File: config.mk
export PLATFORM = sky130hd
export DESIGN_NAME = clkgen_top
export DESIGN_NICKNAME = d
export VERILOG_FILES = /design/src/design/clkgen_pkg.sv /design/src/design/clkgen_tick.sv /design/src/design/clkgen_top.sv
export SDC_FILE = /design/constraint.sdc
export NUM_CORES = 1
export LEC_CHECK = 0
export BUFFER_PORTS_ARGS = -buffer_cell sky130_fd_sc_hd__buf_2
export CAP_MARGIN = 20
export CORE_MARGIN = 1.5
export CORE_UTILIZATION = 59
export CTS_CLUSTER_DIAMETER = 30
export DETAILED_ROUTE_END_ITERATION = 10
export PLACE_DENSITY = 0.9
export SLEW_MARGIN = 15
export SYNTH_ARGS = -nofsm -noshare
export SYNTH_HDL_FRONTEND = slang
export SYNTH_SLANG_ARGS = --single-unit
File: constraint.sdc
create_clock -name aclk -period 4.21 [get_ports aclk]
set_input_delay 0.842 -clock aclk [delete_from_list [all_inputs] [get_ports aclk]]
set_output_delay 0.842 -clock aclk [all_outputs]
set_load 0.02 [all_outputs]
File: src/design/clkgen_pkg.sv
// constants, register map and types for the clock generator
package clkgen_pkg;

    localparam int AXI_AW = 8;
    localparam int CLK_MHZ = 40;

    localparam logic [7:0] OFS_CTRL1 = 8'h00;
    localparam logic [7:0] OFS_CTRL2 = 8'h04;
    localparam logic [7:0] OFS_STAT = 8'h08;
    localparam logic [7:0] OFS_MASK = 8'h0C;
    localparam logic [7:0] OFS_TRIM = 8'h10;
    localparam logic [7:0] OFS_FILT = 8'h14;

    // control one fields
    localparam int C1_GAIN_BIT = 7;
    localparam int C1_RANGE_BIT = 6;
    localparam int C1_SQW_BIT = 5;
    localparam int C1_MODE_LSB = 3;
    // control two fields
    localparam int C2_DIV_LSB = 0;
    localparam int C2_MULT_LSB = 4;
    // status: sticky bits 2:0, levels above
    localparam int ST_LOCK_ACQ = 0;
    localparam int ST_LOCK_LOST = 1;
    localparam int ST_REF_LOST = 2;
    localparam int ST_LOCKED = 3;
    localparam int ST_REF_VALID = 4;
    localparam int ST_PINS_EN = 5;

    localparam logic [2:0] DIV_RST = 3'h0;
    localparam logic [2:0] MULT_RST = 3'h3;
    localparam logic [7:0] TRIM_RST = 8'h80;
    localparam logic [15:0] FILT_RST = 16'h1000;
    localparam logic [1:0] RESP_OKAY = 2'h0;
    localparam logic [1:0] RESP_SLVERR = 2'h2;

    // timing
    localparam int IREF_KHZ = 243;
    localparam int IREF_CYC = (CLK_MHZ * 1000) / IREF_KHZ;
    localparam int DBG_MHZ = 8;
    localparam int DBG_CYC = CLK_MHZ / DBG_MHZ;
    localparam int REF_LOSS_NS = 50000;
    localparam int REF_LOSS_CYC = (REF_LOSS_NS * CLK_MHZ) / 1000;
    localparam int LOCK_TOL = 2;
    localparam int LOCK_WINDOWS = 4;

    typedef enum logic [1:0] {
        MODE_SCM,
        MODE_FEI,
        MODE_FBE,
        MODE_FEE
    } clkgen_mode_e;

    typedef enum logic [1:0] {
        SW_RUN,
        SW_WAIT
    } clkgen_sw_e;

endpackage

File: src/design/clkgen_tick.sv
// programmable period divider giving a clock level and a tick pulse
`timescale 1ns/1ps
module clkgen_tick #(
    parameter int W = 16
) (
    input wire logic aclk,
    input wire logic aresetn,
    input wire logic [W-1:0] period,
    output logic clk_out,
    output logic tick
);
    logic [W-1:0] cnt_reg;
    logic [W-1:0] half;

    if (W < 3) begin : g_chk
        $error("clkgen_tick: W too small");
    end

    assign half = period >> 1;

    always_ff @(posedge aclk) begin
        if (!aresetn) begin
            cnt_reg <= '0;
            tick <= 1'b0;
            clk_out <= 1'b0;
        end else begin
            tick <= 1'b0;
            if (cnt_reg + W'(1) >= period) begin
                cnt_reg <= '0;
                tick <= 1'b1;
            end else begin
                cnt_reg <= cnt_reg + W'(1);
            end
            clk_out <= (cnt_reg < half);
        end
    end
endmodule

File: src/design/clkgen_top.sv
// clock generator core: oscillator control, references, loop, clock select, axi4-lite registers
// Functional notes
// RQ1 - two software selected oscillator frequency ranges
// RQ2 - oscillator can pass an external square wave through
// RQ3 - high gain select picks low power or high amplitude mode
// RQ4 - about 8 MHz internal source usable as debug controller clock
// RQ5 - 243 kHz internal source has a software writable trim
// RQ6 - loop uses internal or external reference and multiplies it
// RQ7 - status bits report lock acquired and lock lost
// RQ8 - external reference monitored, valid status reported
// RQ9 - multiplied loop output offered as its own clock
// RQ10 - unmultiplied external source offered as reference clock output
// RQ11 - fixed frequency enable output governs fixed frequency clock
// RQ12 - dedicated local clock output for the debug controller
// RQ13 - programmer keeps memory location 0xFFBE for a trim copy
// RQ14 - after reset: self clocked, loop open, oscillator at filter value
// RQ15 - post loop divider picks one of eight divisors, /1 to /128
// RQ16 - high gain select takes only its first write after reset
// RQ17 - oscillator pins used only if first control write picks external mode
// RQ18 - output source switching never makes runt pulses
//
// Chosen here: the AXI4-Lite slave port and the placing of the registers.
`timescale 1ns/1ps
module clkgen_top #(
    parameter int FILT_W = 16
) (
    input wire logic aclk,
    input wire logic aresetn,
    input wire logic [clkgen_pkg::AXI_AW-1:0] s_axi_awaddr,
    input wire logic s_axi_awvalid,
    output logic s_axi_awready,
    input wire logic [31:0] s_axi_wdata,
    input wire logic [3:0] s_axi_wstrb,
    input wire logic s_axi_wvalid,
    output logic s_axi_wready,
    output logic [1:0] s_axi_bresp,
    output logic s_axi_bvalid,
    input wire logic s_axi_bready,
    input wire logic [clkgen_pkg::AXI_AW-1:0] s_axi_araddr,
    input wire logic s_axi_arvalid,
    output logic s_axi_arready,
    output logic [31:0] s_axi_rdata,
    output logic [1:0] s_axi_rresp,
    output logic s_axi_rvalid,
    input wire logic s_axi_rready,
    input wire logic ext_clk_pin,
    output logic osc_enable,
    output logic osc_bypass,
    output logic osc_high_gain,
    output logic osc_range_high,
    output logic fll_output_clock,
    output logic external_reference_clock,
    output logic fixed_freq_enable,
    output logic debug_local_clock,
    output logic generator_output_clock,
    output logic irq
);
    import clkgen_pkg::*;

    if (FILT_W != 16) begin : g_chk
        $error("clkgen_top: FILT_W must be 16");
    end

    function automatic logic mapped(input logic [AXI_AW-1:0] a);
        mapped = (a == OFS_CTRL1) || (a == OFS_CTRL2) || (a == OFS_STAT) ||
                 (a == OFS_MASK) || (a == OFS_TRIM) || (a == OFS_FILT);
    endfunction

    function automatic logic [31:0] merge(input logic [31:0] old, input logic [31:0] d,
                                          input logic [3:0] s);
        logic [31:0] r;
        r = old;
        for (int i = 0; i < 4; i++) begin
            if (s[i]) begin
                r[8*i +: 8] = d[8*i +: 8];
            end
        end
        merge = r;
    endfunction

    function automatic logic ext_mode(input clkgen_mode_e m);
        ext_mode = (m == MODE_FBE) || (m == MODE_FEE);
    endfunction

    // bus slave state
    logic aw_got_reg;
    logic w_got_reg;
    logic [AXI_AW-1:0] awaddr_reg;
    logic [31:0] wdata_reg;
    logic [3:0] wstrb_reg;
    logic wr_do;
    logic [31:0] wr_word;
    logic [31:0] rd_word;
    logic [31:0] old_word;

    // control state
    logic gain_reg;
    logic range_reg;
    logic sqw_reg;
    logic c1_written_reg;
    logic pins_en_reg;
    clkgen_mode_e mode_reg;
    logic [2:0] div_reg;
    logic [2:0] mult_reg;
    logic [7:0] trim_reg;
    logic [FILT_W-1:0] filt_reg;
    logic [2:0] sticky_reg;
    logic [2:0] mask_reg;
    logic [2:0] sticky_set;

    // reference and loop state
    logic ext_s1_reg;
    logic ext_s2_reg;
    logic ext_s3_reg;
    logic ext_lvl;
    logic ext_rise;
    logic [11:0] loss_cnt_reg;
    logic ref_valid_reg;
    logic iref_tick;
    logic dbg_clk;
    logic [FILT_W-1:0] acc_reg;
    logic [FILT_W:0] acc_sum;
    logic [7:0] pd_cnt_reg;
    logic dco_tick_reg;
    logic [9:0] edge_cnt_reg;
    logic [9:0] target;
    logic engaged;
    logic ref_edge;
    logic [2:0] win_cnt_reg;
    logic locked_reg;
    logic too_slow;
    logic too_fast;
    logic fll_clk;
    clkgen_sw_e sw_reg;
    logic cur_ext_reg;
    logic want_ext;
    logic src_cur;
    logic src_new;

    assign wr_do = aw_got_reg && w_got_reg && !s_axi_bvalid;
    assign wr_word = merge(old_word & 32'h0000FFFF, wdata_reg, wstrb_reg);

    always_ff @(posedge aclk) begin
        if (!aresetn) begin
            aw_got_reg <= 1'b0;
            w_got_reg <= 1'b0;
            awaddr_reg <= '0;
            wdata_reg <= '0;
            wstrb_reg <= '0;
            s_axi_awready <= 1'b1;
            s_axi_wready <= 1'b1;
            s_axi_bvalid <= 1'b0;
            s_axi_bresp <= RESP_OKAY;
        end else begin
            if (s_axi_awvalid && s_axi_awready) begin
                aw_got_reg <= 1'b1;
                awaddr_reg <= s_axi_awaddr;
                s_axi_awready <= 1'b0;
            end
            if (s_axi_wvalid && s_axi_wready) begin
                w_got_reg <= 1'b1;
                wdata_reg <= s_axi_wdata;
                wstrb_reg <= s_axi_wstrb;
                s_axi_wready <= 1'b0;
            end
            if (wr_do) begin
                aw_got_reg <= 1'b0;
                w_got_reg <= 1'b0;
                s_axi_bvalid <= 1'b1;
                s_axi_bresp <= mapped(awaddr_reg) ? RESP_OKAY : RESP_SLVERR;
            end
            if (s_axi_bvalid && s_axi_bready) begin
                s_axi_bvalid <= 1'b0;
                s_axi_awready <= 1'b1;
                s_axi_wready <= 1'b1;
            end
        end
    end

    // register contents at an address, for reads and write merges
    function automatic logic [31:0] reg_word(input logic [AXI_AW-1:0] a);
        logic [31:0] v;
        v = 32'h0;
        case (a)
            OFS_CTRL1: begin
                v[C1_GAIN_BIT] = gain_reg;
                v[C1_RANGE_BIT] = range_reg;
                v[C1_SQW_BIT] = sqw_reg;
                v[C1_MODE_LSB +: 2] = mode_reg;
            end
            OFS_CTRL2: begin
                v[C2_DIV_LSB +: 3] = div_reg;
                v[C2_MULT_LSB +: 3] = mult_reg;
            end
            OFS_STAT: begin
                v[2:0] = sticky_reg;
                v[ST_LOCKED] = locked_reg;
                v[ST_REF_VALID] = ref_valid_reg;
                v[ST_PINS_EN] = pins_en_reg;
            end
            OFS_MASK: v[2:0] = mask_reg;
            OFS_TRIM: v[7:0] = trim_reg;
            OFS_FILT: v[FILT_W-1:0] = filt_reg;
            default: v = 32'h0;
        endcase
        reg_word = v;
    endfunction

    always_comb begin
        rd_word = reg_word(s_axi_araddr);
        old_word = reg_word(awaddr_reg);
    end

    always_ff @(posedge aclk) begin
        if (!aresetn) begin
            s_axi_arready <= 1'b1;
            s_axi_rvalid <= 1'b0;
            s_axi_rdata <= 32'h0;
            s_axi_rresp <= RESP_OKAY;
        end else begin
            if (s_axi_arvalid && s_axi_arready) begin
                s_axi_arready <= 1'b0;
                s_axi_rvalid <= 1'b1;
                s_axi_rdata <= rd_word;
                s_axi_rresp <= mapped(s_axi_araddr) ? RESP_OKAY : RESP_SLVERR;
            end
            if (s_axi_rvalid && s_axi_rready) begin
                s_axi_rvalid <= 1'b0;
                s_axi_arready <= 1'b1;
            end
        end
    end

    // first control write fixes gain and pin use
    always_ff @(posedge aclk) begin
        if (!aresetn) begin
            gain_reg <= 1'b0;
            range_reg <= 1'b0;
            sqw_reg <= 1'b0;
            mode_reg <= MODE_SCM; // see RQ14
            c1_written_reg <= 1'b0;
            pins_en_reg <= 1'b0;
        end else if (wr_do && awaddr_reg == OFS_CTRL1 && wstrb_reg[0]) begin
            c1_written_reg <= 1'b1;
            range_reg <= wdata_reg[C1_RANGE_BIT]; // see RQ1
            sqw_reg <= wdata_reg[C1_SQW_BIT]; // see RQ2
            mode_reg <= clkgen_mode_e'(wdata_reg[C1_MODE_LSB +: 2]);
            if (!c1_written_reg) begin
                gain_reg <= wdata_reg[C1_GAIN_BIT]; // see RQ16
                pins_en_reg <= ext_mode(clkgen_mode_e'(wdata_reg[C1_MODE_LSB +: 2])); // see RQ17
            end
        end
    end

    always_ff @(posedge aclk) begin
        if (!aresetn) begin
            div_reg <= DIV_RST;
            mult_reg <= MULT_RST;
            trim_reg <= TRIM_RST;
            mask_reg <= 3'h0;
        end else if (wr_do) begin
            if (awaddr_reg == OFS_CTRL2) begin
                div_reg <= wr_word[C2_DIV_LSB +: 3]; // see RQ15
                mult_reg <= wr_word[C2_MULT_LSB +: 3];
            end
            if (awaddr_reg == OFS_TRIM) begin
                trim_reg <= wr_word[7:0]; // see RQ5
            end
            if (awaddr_reg == OFS_MASK) begin
                mask_reg <= wr_word[2:0];
            end
        end
    end

    // sticky status, write one to clear, set wins
    always_ff @(posedge aclk) begin
        if (!aresetn) begin
            sticky_reg <= 3'h0;
            irq <= 1'b0;
        end else begin
            if (wr_do && awaddr_reg == OFS_STAT && wstrb_reg[0]) begin
                sticky_reg <= (sticky_reg & ~wr_word[2:0]) | sticky_set;
            end else begin
                sticky_reg <= sticky_reg | sticky_set;
            end
            irq <= |(sticky_reg & mask_reg);
        end
    end

    // oscillator pin controls
    always_ff @(posedge aclk) begin
        if (!aresetn) begin
            osc_enable <= 1'b0;
            osc_bypass <= 1'b0;
            osc_high_gain <= 1'b0;
            osc_range_high <= 1'b0;
        end else begin
            osc_enable <= pins_en_reg && !sqw_reg; // see RQ17
            osc_bypass <= pins_en_reg && sqw_reg; // see RQ2
            osc_high_gain <= pins_en_reg && gain_reg; // see RQ3
            osc_range_high <= pins_en_reg && range_reg; // see RQ1
        end
    end

    // external reference synchroniser and monitor
    assign ext_lvl = ext_s2_reg && pins_en_reg;
    assign ext_rise = ext_lvl && !ext_s3_reg;

    always_ff @(posedge aclk) begin
        if (!aresetn) begin
            ext_s1_reg <= 1'b0;
            ext_s2_reg <= 1'b0;
            ext_s3_reg <= 1'b0;
            loss_cnt_reg <= '0;
            ref_valid_reg <= 1'b0;
        end else begin
            ext_s1_reg <= ext_clk_pin;
            ext_s2_reg <= ext_s1_reg;
            ext_s3_reg <= ext_lvl;
            if (ext_rise) begin
                loss_cnt_reg <= '0;
                ref_valid_reg <= 1'b1; // see RQ8
            end else if (loss_cnt_reg >= 12'(REF_LOSS_CYC - 1)) begin
                ref_valid_reg <= 1'b0; // see RQ8
            end else begin
                loss_cnt_reg <= loss_cnt_reg + 12'h1;
            end
        end
    end

    clkgen_tick #(.W(16)) u_iref (
        .aclk(aclk),
        .aresetn(aresetn),
        .period(16'(IREF_CYC) + {8'h00, trim_reg} - 16'h0080), // see RQ5
        .clk_out(),
        .tick(iref_tick)
    );

    clkgen_tick #(.W(16)) u_dbg (
        .aclk(aclk),
        .aresetn(aresetn),
        .period(16'(DBG_CYC)), // see RQ4
        .clk_out(dbg_clk),
        .tick()
    );

    // digitally controlled oscillator and post divider
    assign acc_sum = {1'b0, acc_reg} + {1'b0, filt_reg};
    assign fll_clk = pd_cnt_reg[div_reg];

    always_ff @(posedge aclk) begin
        if (!aresetn) begin
            acc_reg <= '0;
            dco_tick_reg <= 1'b0;
            pd_cnt_reg <= 8'h00;
        end else begin
            acc_reg <= acc_sum[FILT_W-1:0]; // see RQ14
            dco_tick_reg <= acc_sum[FILT_W];
            if (dco_tick_reg) begin
                pd_cnt_reg <= pd_cnt_reg + 8'h01; // see RQ15
            end
        end
    end

    // frequency-locked loop
    assign engaged = (mode_reg == MODE_FEI) || (mode_reg == MODE_FEE);
    assign ref_edge = (mode_reg == MODE_FEE) ? (ext_rise && ref_valid_reg) : iref_tick; // see RQ6
    assign target = {1'b0, mult_reg, 6'h00} + 10'h040;
    assign too_slow = edge_cnt_reg + 10'(LOCK_TOL) < target;
    assign too_fast = edge_cnt_reg > target + 10'(LOCK_TOL);

    always_comb begin
        sticky_set = 3'h0;
        if (engaged && ref_edge) begin
            if (!too_slow && !too_fast && !locked_reg && win_cnt_reg == 3'(LOCK_WINDOWS - 1)) begin
                sticky_set[ST_LOCK_ACQ] = 1'b1; // see RQ7
            end
            if ((too_slow || too_fast) && locked_reg) begin
                sticky_set[ST_LOCK_LOST] = 1'b1; // see RQ7
            end
        end
        if (pins_en_reg && ref_valid_reg && loss_cnt_reg >= 12'(REF_LOSS_CYC - 1) && !ext_rise) begin
            sticky_set[ST_REF_LOST] = 1'b1; // see RQ8
        end
    end

    always_ff @(posedge aclk) begin
        if (!aresetn) begin
            filt_reg <= FILT_RST;
            edge_cnt_reg <= '0;
            win_cnt_reg <= '0;
            locked_reg <= 1'b0;
        end else if (wr_do && awaddr_reg == OFS_FILT) begin
            filt_reg <= wr_word[FILT_W-1:0];
        end else if (!engaged) begin
            edge_cnt_reg <= '0;
            win_cnt_reg <= '0;
            locked_reg <= 1'b0;
        end else if (ref_edge) begin
            edge_cnt_reg <= '0;
            if (too_slow) begin
                filt_reg <= filt_reg + FILT_W'(1); // see RQ6
            end else if (too_fast) begin
                filt_reg <= filt_reg - FILT_W'(1);
            end
            if (too_slow || too_fast) begin
                win_cnt_reg <= '0;
                locked_reg <= 1'b0; // see RQ7
            end else if (win_cnt_reg == 3'(LOCK_WINDOWS - 1)) begin
                locked_reg <= 1'b1; // see RQ7
            end else begin
                win_cnt_reg <= win_cnt_reg + 3'h1;
            end
        end else if (dco_tick_reg && !pd_cnt_reg[0]) begin
            edge_cnt_reg <= edge_cnt_reg + 10'h001;
        end
    end

    // clock outputs
    always_ff @(posedge aclk) begin
        if (!aresetn) begin
            fll_output_clock <= 1'b0;
            external_reference_clock <= 1'b0;
            fixed_freq_enable <= 1'b0;
            debug_local_clock <= 1'b0;
        end else begin
            fll_output_clock <= fll_clk; // see RQ9
            external_reference_clock <= ext_lvl; // see RQ10
            fixed_freq_enable <= ext_mode(mode_reg) && ref_valid_reg; // see RQ11
            debug_local_clock <= dbg_clk; // see RQ12
        end
    end

    // glitch-free source select for the generator output
    assign want_ext = (mode_reg == MODE_FBE);
    assign src_cur = cur_ext_reg ? ext_lvl : fll_clk;
    assign src_new = want_ext ? ext_lvl : fll_clk;

    always_ff @(posedge aclk) begin
        if (!aresetn) begin
            sw_reg <= SW_RUN;
            cur_ext_reg <= 1'b0;
            generator_output_clock <= 1'b0;
        end else begin
            case (sw_reg)
                SW_RUN: begin
                    generator_output_clock <= src_cur;
                    if (want_ext != cur_ext_reg && !src_cur) begin
                        generator_output_clock <= 1'b0; // see RQ18
                        sw_reg <= SW_WAIT;
                    end
                end
                SW_WAIT: begin
                    generator_output_clock <= 1'b0;
                    if (!src_new) begin
                        cur_ext_reg <= want_ext; // see RQ18
                        sw_reg <= SW_RUN;
                    end
                end
                default: sw_reg <= SW_RUN;
            endcase
        end
    end
endmodule
## Word-level counts from Yosys, hierarchy flattened

Index checks and enable logic that the tools add are counted.

| operators by class | value |
|---|---|
| $add $sub $neg | 14 |
| magnitude comparators | 7 |
| equality and inequality tests | 25 |
| mux-type cells | 50 |
| bitwise gates (word level) | 9 |
| reduce and logical (&&, ||, !) cells | 79 |

Operator list:

| cell | number |
|---|---|
| 2-to-1 mux 16 bit | 5 |
| adder 16 x 1 -> 16 bit, second input constant | 3 |
| equality test 8 x 4 -> 1 bit, second input constant | 4 |
| equality test 8 x 5 -> 1 bit, second input constant | 4 |
| 2-to-1 mux 8 bit | 4 |
| logical AND 1 bit | 30 |
| 2-to-1 mux 10 bit | 3 |
| case mux 3 bit (5 select lines) | 2 |
| adder 10 x 2 -> 10 bit, second input constant | 2 |
| case mux 2 bit (5 select lines) | 2 |
| adder 16 x 16 -> 17 bit | 1 |
| equality test 8 x 3 -> 1 bit, second input constant | 2 |
| greater-or-equal comparator 16 bit | 1 |
| greater-or-equal comparator 16 x 3 -> 1 bit, second input constant | 1 |
| zero test 8 bit | 2 |
| less-than comparator 16 x 2 -> 1 bit, second input constant | 1 |
| case mux 1 bit (4 select lines) | 4 |
| subtractor 16 x 1 -> 16 bit, second input constant | 1 |
| 2-to-1 mux 1 bit | 15 |
| 2-to-1 mux 3 bit | 5 |
| logical OR 1 bit | 14 |
| AND reduction 2 bit | 7 |
| adder 12 x 1 -> 12 bit, second input constant | 1 |
| greater-or-equal comparator 12 x 11 -> 1 bit, second input constant | 1 |
| 35 further kinds | 69 |

| word-level totals | value |
|---|---|
| flip-flop bits (word level) | 197 |
| output and inout port bits | 51 |

## Logic depth before layout (Yosys ltp)

| depth | value |
|---|---|
| depth after elaboration | 11 |
| gate-level depth with buffers | 17 |
| gate-level depth less buffers | 17 |

## Hierarchy

Synthesis repeated with hierarchy kept, for this count alone.

| second synthesis, totals | value |
|---|---|
| cell total of the unflattened synthesis | 1338 |
| area total of the unflattened synthesis | 11399.7 um^2 |

Modules (own cells, without submodules):

| module | times used | cells each | area each (um^2) |
|---|---|---|---|
| clkgen_top | 1 | 996 | 8404.3 |
| clkgen_tick | 2 | 171 | 1497.7 |

## Worst setup path before layout

OpenSTA, ideal clock, no wires.

| path | value |
|---|---|
| kind | register -> register |
| start | register edge_cnt_reg[3] |
| end | register filt_reg[13] |
| setup time | 91 ps |
| arrival time | 3515 ps |
| data required time | 4119 ps |
| slack | 604 ps |
| stages on the path, launching flop included | 16 |
| path buffers | 0 |
| period minus slack after synthesis | 3606 ps |
| path through | dfxtp_1 and3_1 nand2_1 nor2_1 and3_1 xor2_1 ha_1 o41a_4 ha_1 and3_1 and4bb_2 nand2_1 a311oi_1 xor2_1 nor2_1 a311oi_1 |

| on the way | value |
|---|---|
| cells in the longest elaborated chain, start to end | 6 |
| elaborated cells between the ends (all ways) | 9 |
| classes of those cells | add/sub: 1; order compare: 2; mux: 4; reduce/logical: 2 |

RTL lines:

| element | line | text |
|---|---|---|
| from (decl) | clkgen_top.sv:125 | `logic [9:0] edge_cnt_reg;` |
| from (signal assigned) | clkgen_top.sv:415 | `edge_cnt_reg <= edge_cnt_reg + 10'h001;` |
| adder 10 x 2 -> 10 bit | clkgen_top.sv:369 | `assign too_slow = edge_cnt_reg + 10'(LOCK_TOL) < target;` |
| less-than comparator 10 bit | clkgen_top.sv:369 |  |
| 2-to-1 mux 16 bit | clkgen_top.sv:401 | `if (too_slow) begin` |
| 2-to-1 mux 16 bit | clkgen_top.sv:399 | `end else if (ref_edge) begin` |
| 2-to-1 mux 16 bit | clkgen_top.sv:395 | `end else if (!engaged) begin` |
| 2-to-1 mux 16 bit | clkgen_top.sv:393 | `end else if (wr_do && awaddr_reg == OFS_FILT) begin` |
| to (signal assigned) | clkgen_top.sv:394 | `filt_reg <= wr_word[FILT_W-1:0];` |
| to (signal assigned) | clkgen_top.sv:402 | `filt_reg <= filt_reg + FILT_W'(1);` |
| to (signal assigned) | clkgen_top.sv:404 | `filt_reg <= filt_reg - FILT_W'(1);` |
| to (decl) | clkgen_top.sv:106 | `logic [FILT_W-1:0] filt_reg;` |

Several ways; a longest one is shown, not always the timed one. The select of a mux whose other input is x is not followed.
A chain may end at the register's enable or synchronous reset.

## Final worst setup path

| path | value |
|---|---|
| start | register edge_cnt_reg[5] |
| end | register filt_reg[13] |

The elaborated chain is that of the path after synthesis.

==> flow_summary.html <==
<table>
<tr><th>Metric</th><th>Value</th></tr>
<tr><th colspan="2">Status</th></tr>
<tr><td>Outcome</td><td>finished clean</td></tr>
<tr><th colspan="2">Floorplan</th></tr>
<tr><td>Rows</td><td>47</td></tr>
<tr><td>Total I/O pin count</td><td>111</td></tr>
<tr><td>Starting utilization of the core area</td><td>60.84%</td></tr>
<tr><td>Die Width</td><td>134.5 µm</td></tr>
<tr><td>Core area</td><td>16760 µm²</td></tr>
<tr><td>Die area</td><td>18080 µm²</td></tr>
<tr><td>Overall die height</td><td>134.5 µm</td></tr>
<tr><th colspan="2">Synth</th></tr>
<tr><td>Synth top area share</td><td>38.09%</td></tr>
<tr><td>Top cells by area, synth</td><td>sky130_fd_sc_hd__dfxtp_1 (38%), sky130_fd_sc_hd__ha_1 (7.0%), sky130_fd_sc_hd__nor2_1 (5.4%)</td></tr>
<tr><td>Register area share after synthesis</td><td>38.09%</td></tr>
<tr><td>Most numerous cell types in the synthesized netlist</td><td>sky130_fd_sc_hd__dfxtp_1 (194), sky130_fd_sc_hd__nor2_1 (147), sky130_fd_sc_hd__nand2_1 (125)</td></tr>
<tr><td>Number of flops mapped to enable cells by yosys</td><td>0</td></tr>
<tr><td>Synthesized flop and latch total</td><td>194</td></tr>
<tr><td>Cell Area, Synth</td><td>10200 µm²</td></tr>
<tr><td>Number of distinct library cell variants in the gate-level netlist after synthesis</td><td>81</td></tr>
<tr><td>Area leader, netlist</td><td>sky130_fd_sc_hd__dfxtp_1</td></tr>
<tr><td>Most frequent cell after synthesis</td><td>sky130_fd_sc_hd__dfxtp_1</td></tr>
<tr><td>Main flop type after synthesis</td><td>sky130_fd_sc_hd__dfxtp_1</td></tr>
<tr><td>Gate count of the mapped netlist</td><td>1200</td></tr>
<tr><td>Number of warning messages in the yosys log</td><td>0</td></tr>
<tr><td>Average instance area after synthesis</td><td>8.498 µm²</td></tr>
<tr><td>Asr flop ratio synth</td><td>0%</td></tr>
<tr><th colspan="2">Setup path</th></tr>
<tr><td>Category of the most critical setup path</td><td>flip-flop to flip-flop</td></tr>
<tr><td>Critical Path Source Type</td><td>flip-flop</td></tr>
<tr><td>Category of the worst setup path capture point</td><td>flip-flop</td></tr>
<tr><td>Largest fanout on the critical path</td><td>11</td></tr>
<tr><td>CP Data Required Time</td><td>4560 ps</td></tr>
<tr><td>Worst Path Arrival</td><td>4250 ps</td></tr>
<tr><th colspan="2">Detailed routing</th></tr>
<tr><td>Final ANT Viol Nets</td><td>0</td></tr>
<tr><td>Routed WL per cell</td><td>16.75 µm</td></tr>
<tr><td>Total wire length after detailed routing</td><td>25140 µm</td></tr>
<tr><td>DRC marker count from the first detailed-route iteration</td><td>932</td></tr>
<tr><td>Detailed-routing iteration count for the pre-antenna-repair pass</td><td>5</td></tr>
<tr><td>Vias per std cell</td><td>6.096</td></tr>
<tr><td>Number of vias in the routed layout</td><td>9150</td></tr>
<tr><td>Number of design rule violations left after detail routing</td><td>0</td></tr>
<tr><th colspan="2">Global route</th></tr>
<tr><td>Vias in the first global route</td><td>8589</td></tr>
<tr><td>Maximum number of pins on one net before global-route repair</td><td>59</td></tr>
<tr><td>Remaining Overflow, GRT</td><td>0</td></tr>
<tr><td>Initial antenna violation count</td><td>0</td></tr>
<tr><td>First-pass GRT wire length</td><td>40720 µm</td></tr>
<tr><td>GRT Overall Usage</td><td>27.90%</td></tr>
<tr><th colspan="2">Clock network</th></tr>
<tr><td>Clock root buffer</td><td>sky130_fd_sc_hd__clkbuf_16</td></tr>
<tr><td>TritonCTS clock tree</td><td>yes</td></tr>
<tr><td>Total setup buffers inserted after CTS</td><td>0</td></tr>
<tr><td>Clk buf depth</td><td>2</td></tr>
<tr><td>CTS Buf Count</td><td>17</td></tr>
<tr><td>Register clock-pin slew on the reported worst setup and hold paths</td><td>70 ps</td></tr>
<tr><td># clock sinks</td><td>194</td></tr>
<tr><td>Maximum level of the CTS H-tree</td><td>4</td></tr>
<tr><td>Worst-skew pair later-pin latency</td><td>440 ps</td></tr>
<tr><th colspan="2">Pwr</th></tr>
<tr><td>Proportion of total power due to net switching</td><td>25.57%</td></tr>
<tr><td>Static leakage</td><td>4.623 nW</td></tr>
<tr><td>Internal power component</td><td>2.744 mW</td></tr>
<tr><td>Share of total power in the clock network</td><td>41.2%</td></tr>
<tr><td>Pwr/cell area</td><td>327.2 nW/µm²</td></tr>
<tr><td>Part of the power in combinational logic</td><td>6.6%</td></tr>
<tr><td>Worst-case vdd ir drop</td><td>0.0002901 V</td></tr>
<tr><td>Net switching power</td><td>942.5 µW</td></tr>
<tr><td>Reg power frac</td><td>52.2%</td></tr>
<tr><th colspan="2">Final layout</th></tr>
<tr><td>Fillers</td><td>1339</td></tr>
<tr><td>Share of final-layout standard cells stronger than drive strength 1</td><td>11.87%</td></tr>
<tr><td>Diode count</td><td>0</td></tr>
<tr><td>Final core utilization</td><td>67.23%</td></tr>
<tr><td>Area of combinational cells with multiple inputs</td><td>6038 µm²</td></tr>
<tr><td>Footprint of the flip-flops and latches</td><td>3886 µm²</td></tr>
<tr><td>Final Non-Filler Cells</td><td>1501</td></tr>
<tr><td>Synthesis-to-layout area growth</td><td>10.49%</td></tr>
<tr><td>Final #Nets</td><td>1387</td></tr>
<tr><th colspan="2">Min path</th></tr>
<tr><td>Min-delay worst type</td><td>flip-flop to flip-flop</td></tr>
<tr><th colspan="2">Timing</th></tr>
<tr><td>Post-Route Skew</td><td>8.479 ps</td></tr>
<tr><td>Slew of the pin with the lowest slew margin</td><td>942.6 ps</td></tr>
<tr><td>Total Negative Setup Slacks</td><td>0 ps</td></tr>
<tr><td>Hold Fails Final Rpt</td><td>0</td></tr>
<tr><td>Number of max-slew violations in the final report</td><td>0</td></tr>
<tr><td>Period utilization</td><td>92.52%</td></tr>
<tr><td>Final critical-path required period</td><td>3895 ps</td></tr>
<tr><td>Number of endpoints failing setup at the final stage</td><td>0</td></tr>
<tr><td>Achievable frequency</td><td>0.2567 GHz</td></tr>
<tr><td>Max_slew headroom</td><td>36.93%</td></tr>
<tr><td>RSZ-0062 raised after global routing</td><td>false</td></tr>
<tr><th colspan="2">Run</th></tr>
<tr><td>Maxcap violations</td><td>0</td></tr>
<tr><th colspan="2">Placed design</th></tr>
<tr><td>Cells after DPL</td><td>1468</td></tr>
<tr><td>Detailed-placement wirelength estimate</td><td>17340 µm</td></tr>
<tr><td>Count of buffers inserted at the top-level ports</td><td>74</td></tr>
<tr><td>GP Congestion</td><td>0.9638</td></tr>
</table>
[placed cells by master (no fill, tap or decap), types with 4 or more instances in the layout]
master / Yosys / routed
sky130_fd_sc_hd__a211oi_1: 20 / 18
sky130_fd_sc_hd__a21o_1: 12 / 12
sky130_fd_sc_hd__a21oi_1: 100 / 100
sky130_fd_sc_hd__a221oi_1: 4 / 4
sky130_fd_sc_hd__a22oi_1: 16 / 16
sky130_fd_sc_hd__a311oi_1: 4 / 4
sky130_fd_sc_hd__a31oi_1: 13 / 13
sky130_fd_sc_hd__and2_1: 10 / 10
sky130_fd_sc_hd__and3_1: 20 / 20
sky130_fd_sc_hd__buf_2: 6 / 74
sky130_fd_sc_hd__buf_4: 20 / 5
sky130_fd_sc_hd__clkbuf_16: 0 / 17
sky130_fd_sc_hd__clkinvlp_4: 0 / 5
sky130_fd_sc_hd__conb_1: 1 / 38
sky130_fd_sc_hd__dfxtp_1: 194 / 192
sky130_fd_sc_hd__ha_1: 57 / 55
sky130_fd_sc_hd__inv_1: 30 / 29
sky130_fd_sc_hd__mux2_2: 7 / 7
sky130_fd_sc_hd__mux2i_1: 27 / 27
sky130_fd_sc_hd__mux4_2: 4 / 4
sky130_fd_sc_hd__nand2_1: 125 / 125
sky130_fd_sc_hd__nand2b_1: 7 / 7
sky130_fd_sc_hd__nand3_1: 36 / 36
sky130_fd_sc_hd__nand3b_1: 6 / 6
sky130_fd_sc_hd__nand4_1: 17 / 17
sky130_fd_sc_hd__nor2_1: 147 / 146
sky130_fd_sc_hd__nor2b_1: 22 / 22
sky130_fd_sc_hd__nor3_1: 20 / 20
sky130_fd_sc_hd__nor4_1: 12 / 12
sky130_fd_sc_hd__nor4b_1: 4 / 4
sky130_fd_sc_hd__o211ai_1: 7 / 7
sky130_fd_sc_hd__o21a_1: 9 / 9
sky130_fd_sc_hd__o21ai_0: 55 / 53
sky130_fd_sc_hd__o221ai_1: 6 / 6
sky130_fd_sc_hd__o22ai_1: 4 / 4
sky130_fd_sc_hd__o31ai_1: 4 / 4
sky130_fd_sc_hd__or2_2: 4 / 4
sky130_fd_sc_hd__or3_1: 7 / 7
sky130_fd_sc_hd__xnor2_1: 26 / 26
sky130_fd_sc_hd__xor2_1: 36 / 36
[path summary, 6_finish.rpt]
check | endpoint | depth (start not counted) | slack [ps] | from
setup / recovery | filt_reg[13]$_SDFFE_PN0P_ | 15 | 310 | edge_cnt_reg[5]$_SDFFE_PN0P_
hold / removal | ext_s2_reg$_SDFF_PN0_ | 1 | 450 | ext_s1_reg$_SDFF_PN0_
setup reg to reg | filt_reg[13]$_SDFFE_PN0P_ | 15 | 310 | edge_cnt_reg[5]$_SDFFE_PN0P_
hold reg to reg | ext_s2_reg$_SDFF_PN0_ | 1 | 450 | ext_s1_reg$_SDFF_PN0_
[metal layers]
layer	part of all wire [%]	routed length, µm	track usage [%]
met5	0	0	0
met4	4.4	1103	14.16
met3	7.2	1811	5.743
met2	48	11980	47.78
met1	41	10240	33.19
[area by class of cell]
cell class                      count  area share (%)
Timing Repair Buffer               79           3.620
Inverter                           30           1.011
Tap cell                          220           2.443
Sequential cell                   194           34.49
Multi-Input combinational cell    946           53.59
Clock inverter                     13          0.9106
Clock buffer                       19           3.931
[power groups by stage]
stage               sequential, mW  clock [mW]  combinational (mW)
finish                        1.92        1.52               0.244
global route                  1.93        1.62               0.268
global placement              1.96           0               0.231
detailed placement            1.96           0               0.239
CTS                           1.92        1.53               0.240
floorplan                     1.95           0               0.187
[worst max-delay path, stage by stage (launching register included)]
cell	delay, ps
sky130_fd_sc_hd__dfxtp_1	400
sky130_fd_sc_hd__and3_1	240
sky130_fd_sc_hd__nand2_1	140
sky130_fd_sc_hd__nor2_2	170
sky130_fd_sc_hd__and3_1	220
sky130_fd_sc_hd__xor2_1	80
sky130_fd_sc_hd__ha_1	260
sky130_fd_sc_hd__o41a_4	580
sky130_fd_sc_hd__ha_2	420
sky130_fd_sc_hd__and3_1	240
sky130_fd_sc_hd__and4bb_2	260
sky130_fd_sc_hd__nand2_1	70
sky130_fd_sc_hd__a311oi_1	260
sky130_fd_sc_hd__xor2_1	170
sky130_fd_sc_hd__nor2_1	50
sky130_fd_sc_hd__a311oi_1	230
[metrics by stage]
stage | total power [mW] | instance area (µm²) | hold slack (ps) | setup WS (ps)
floorplan | 2.139 | 10340 | 411.9 | 603.6
global placement | 2.193 | 10680 | 427.1 | 312.8
detailed placement | 2.202 | 10680 | 430.5 | 226.5
CTS | 3.695 | 11220 | 443.7 | 199.2
global route | 3.814 | 11270 | 478.1 | 28.33
finish | 3.687 | 11270 | 446.9 | 314.9
[kinds of logic (layout without fill, tap and decap cells)]
group                      after synthesis  count (layout)  share of synthesized area, %
DFF                                    194             194                         38.09
muxes                                   39              39                         4.565
adders and majority gates               59              59                         7.386
xor gates and xnor gates                62              62                         5.325
and+or+nand+nor                        459             459                         21.94
buffers and inverters                   98             141                         4.491
other                                    1              38                       0.03677
AOI/OAI and AO/OA                      288             289                         18.17
[repair_timing]
action,in CTS,in global routing
hold buffers,0,0
endpoints found under the setup margin,0,5
resized for setup,0,11
No activity file was read; power rests on OpenSTA's default activity.
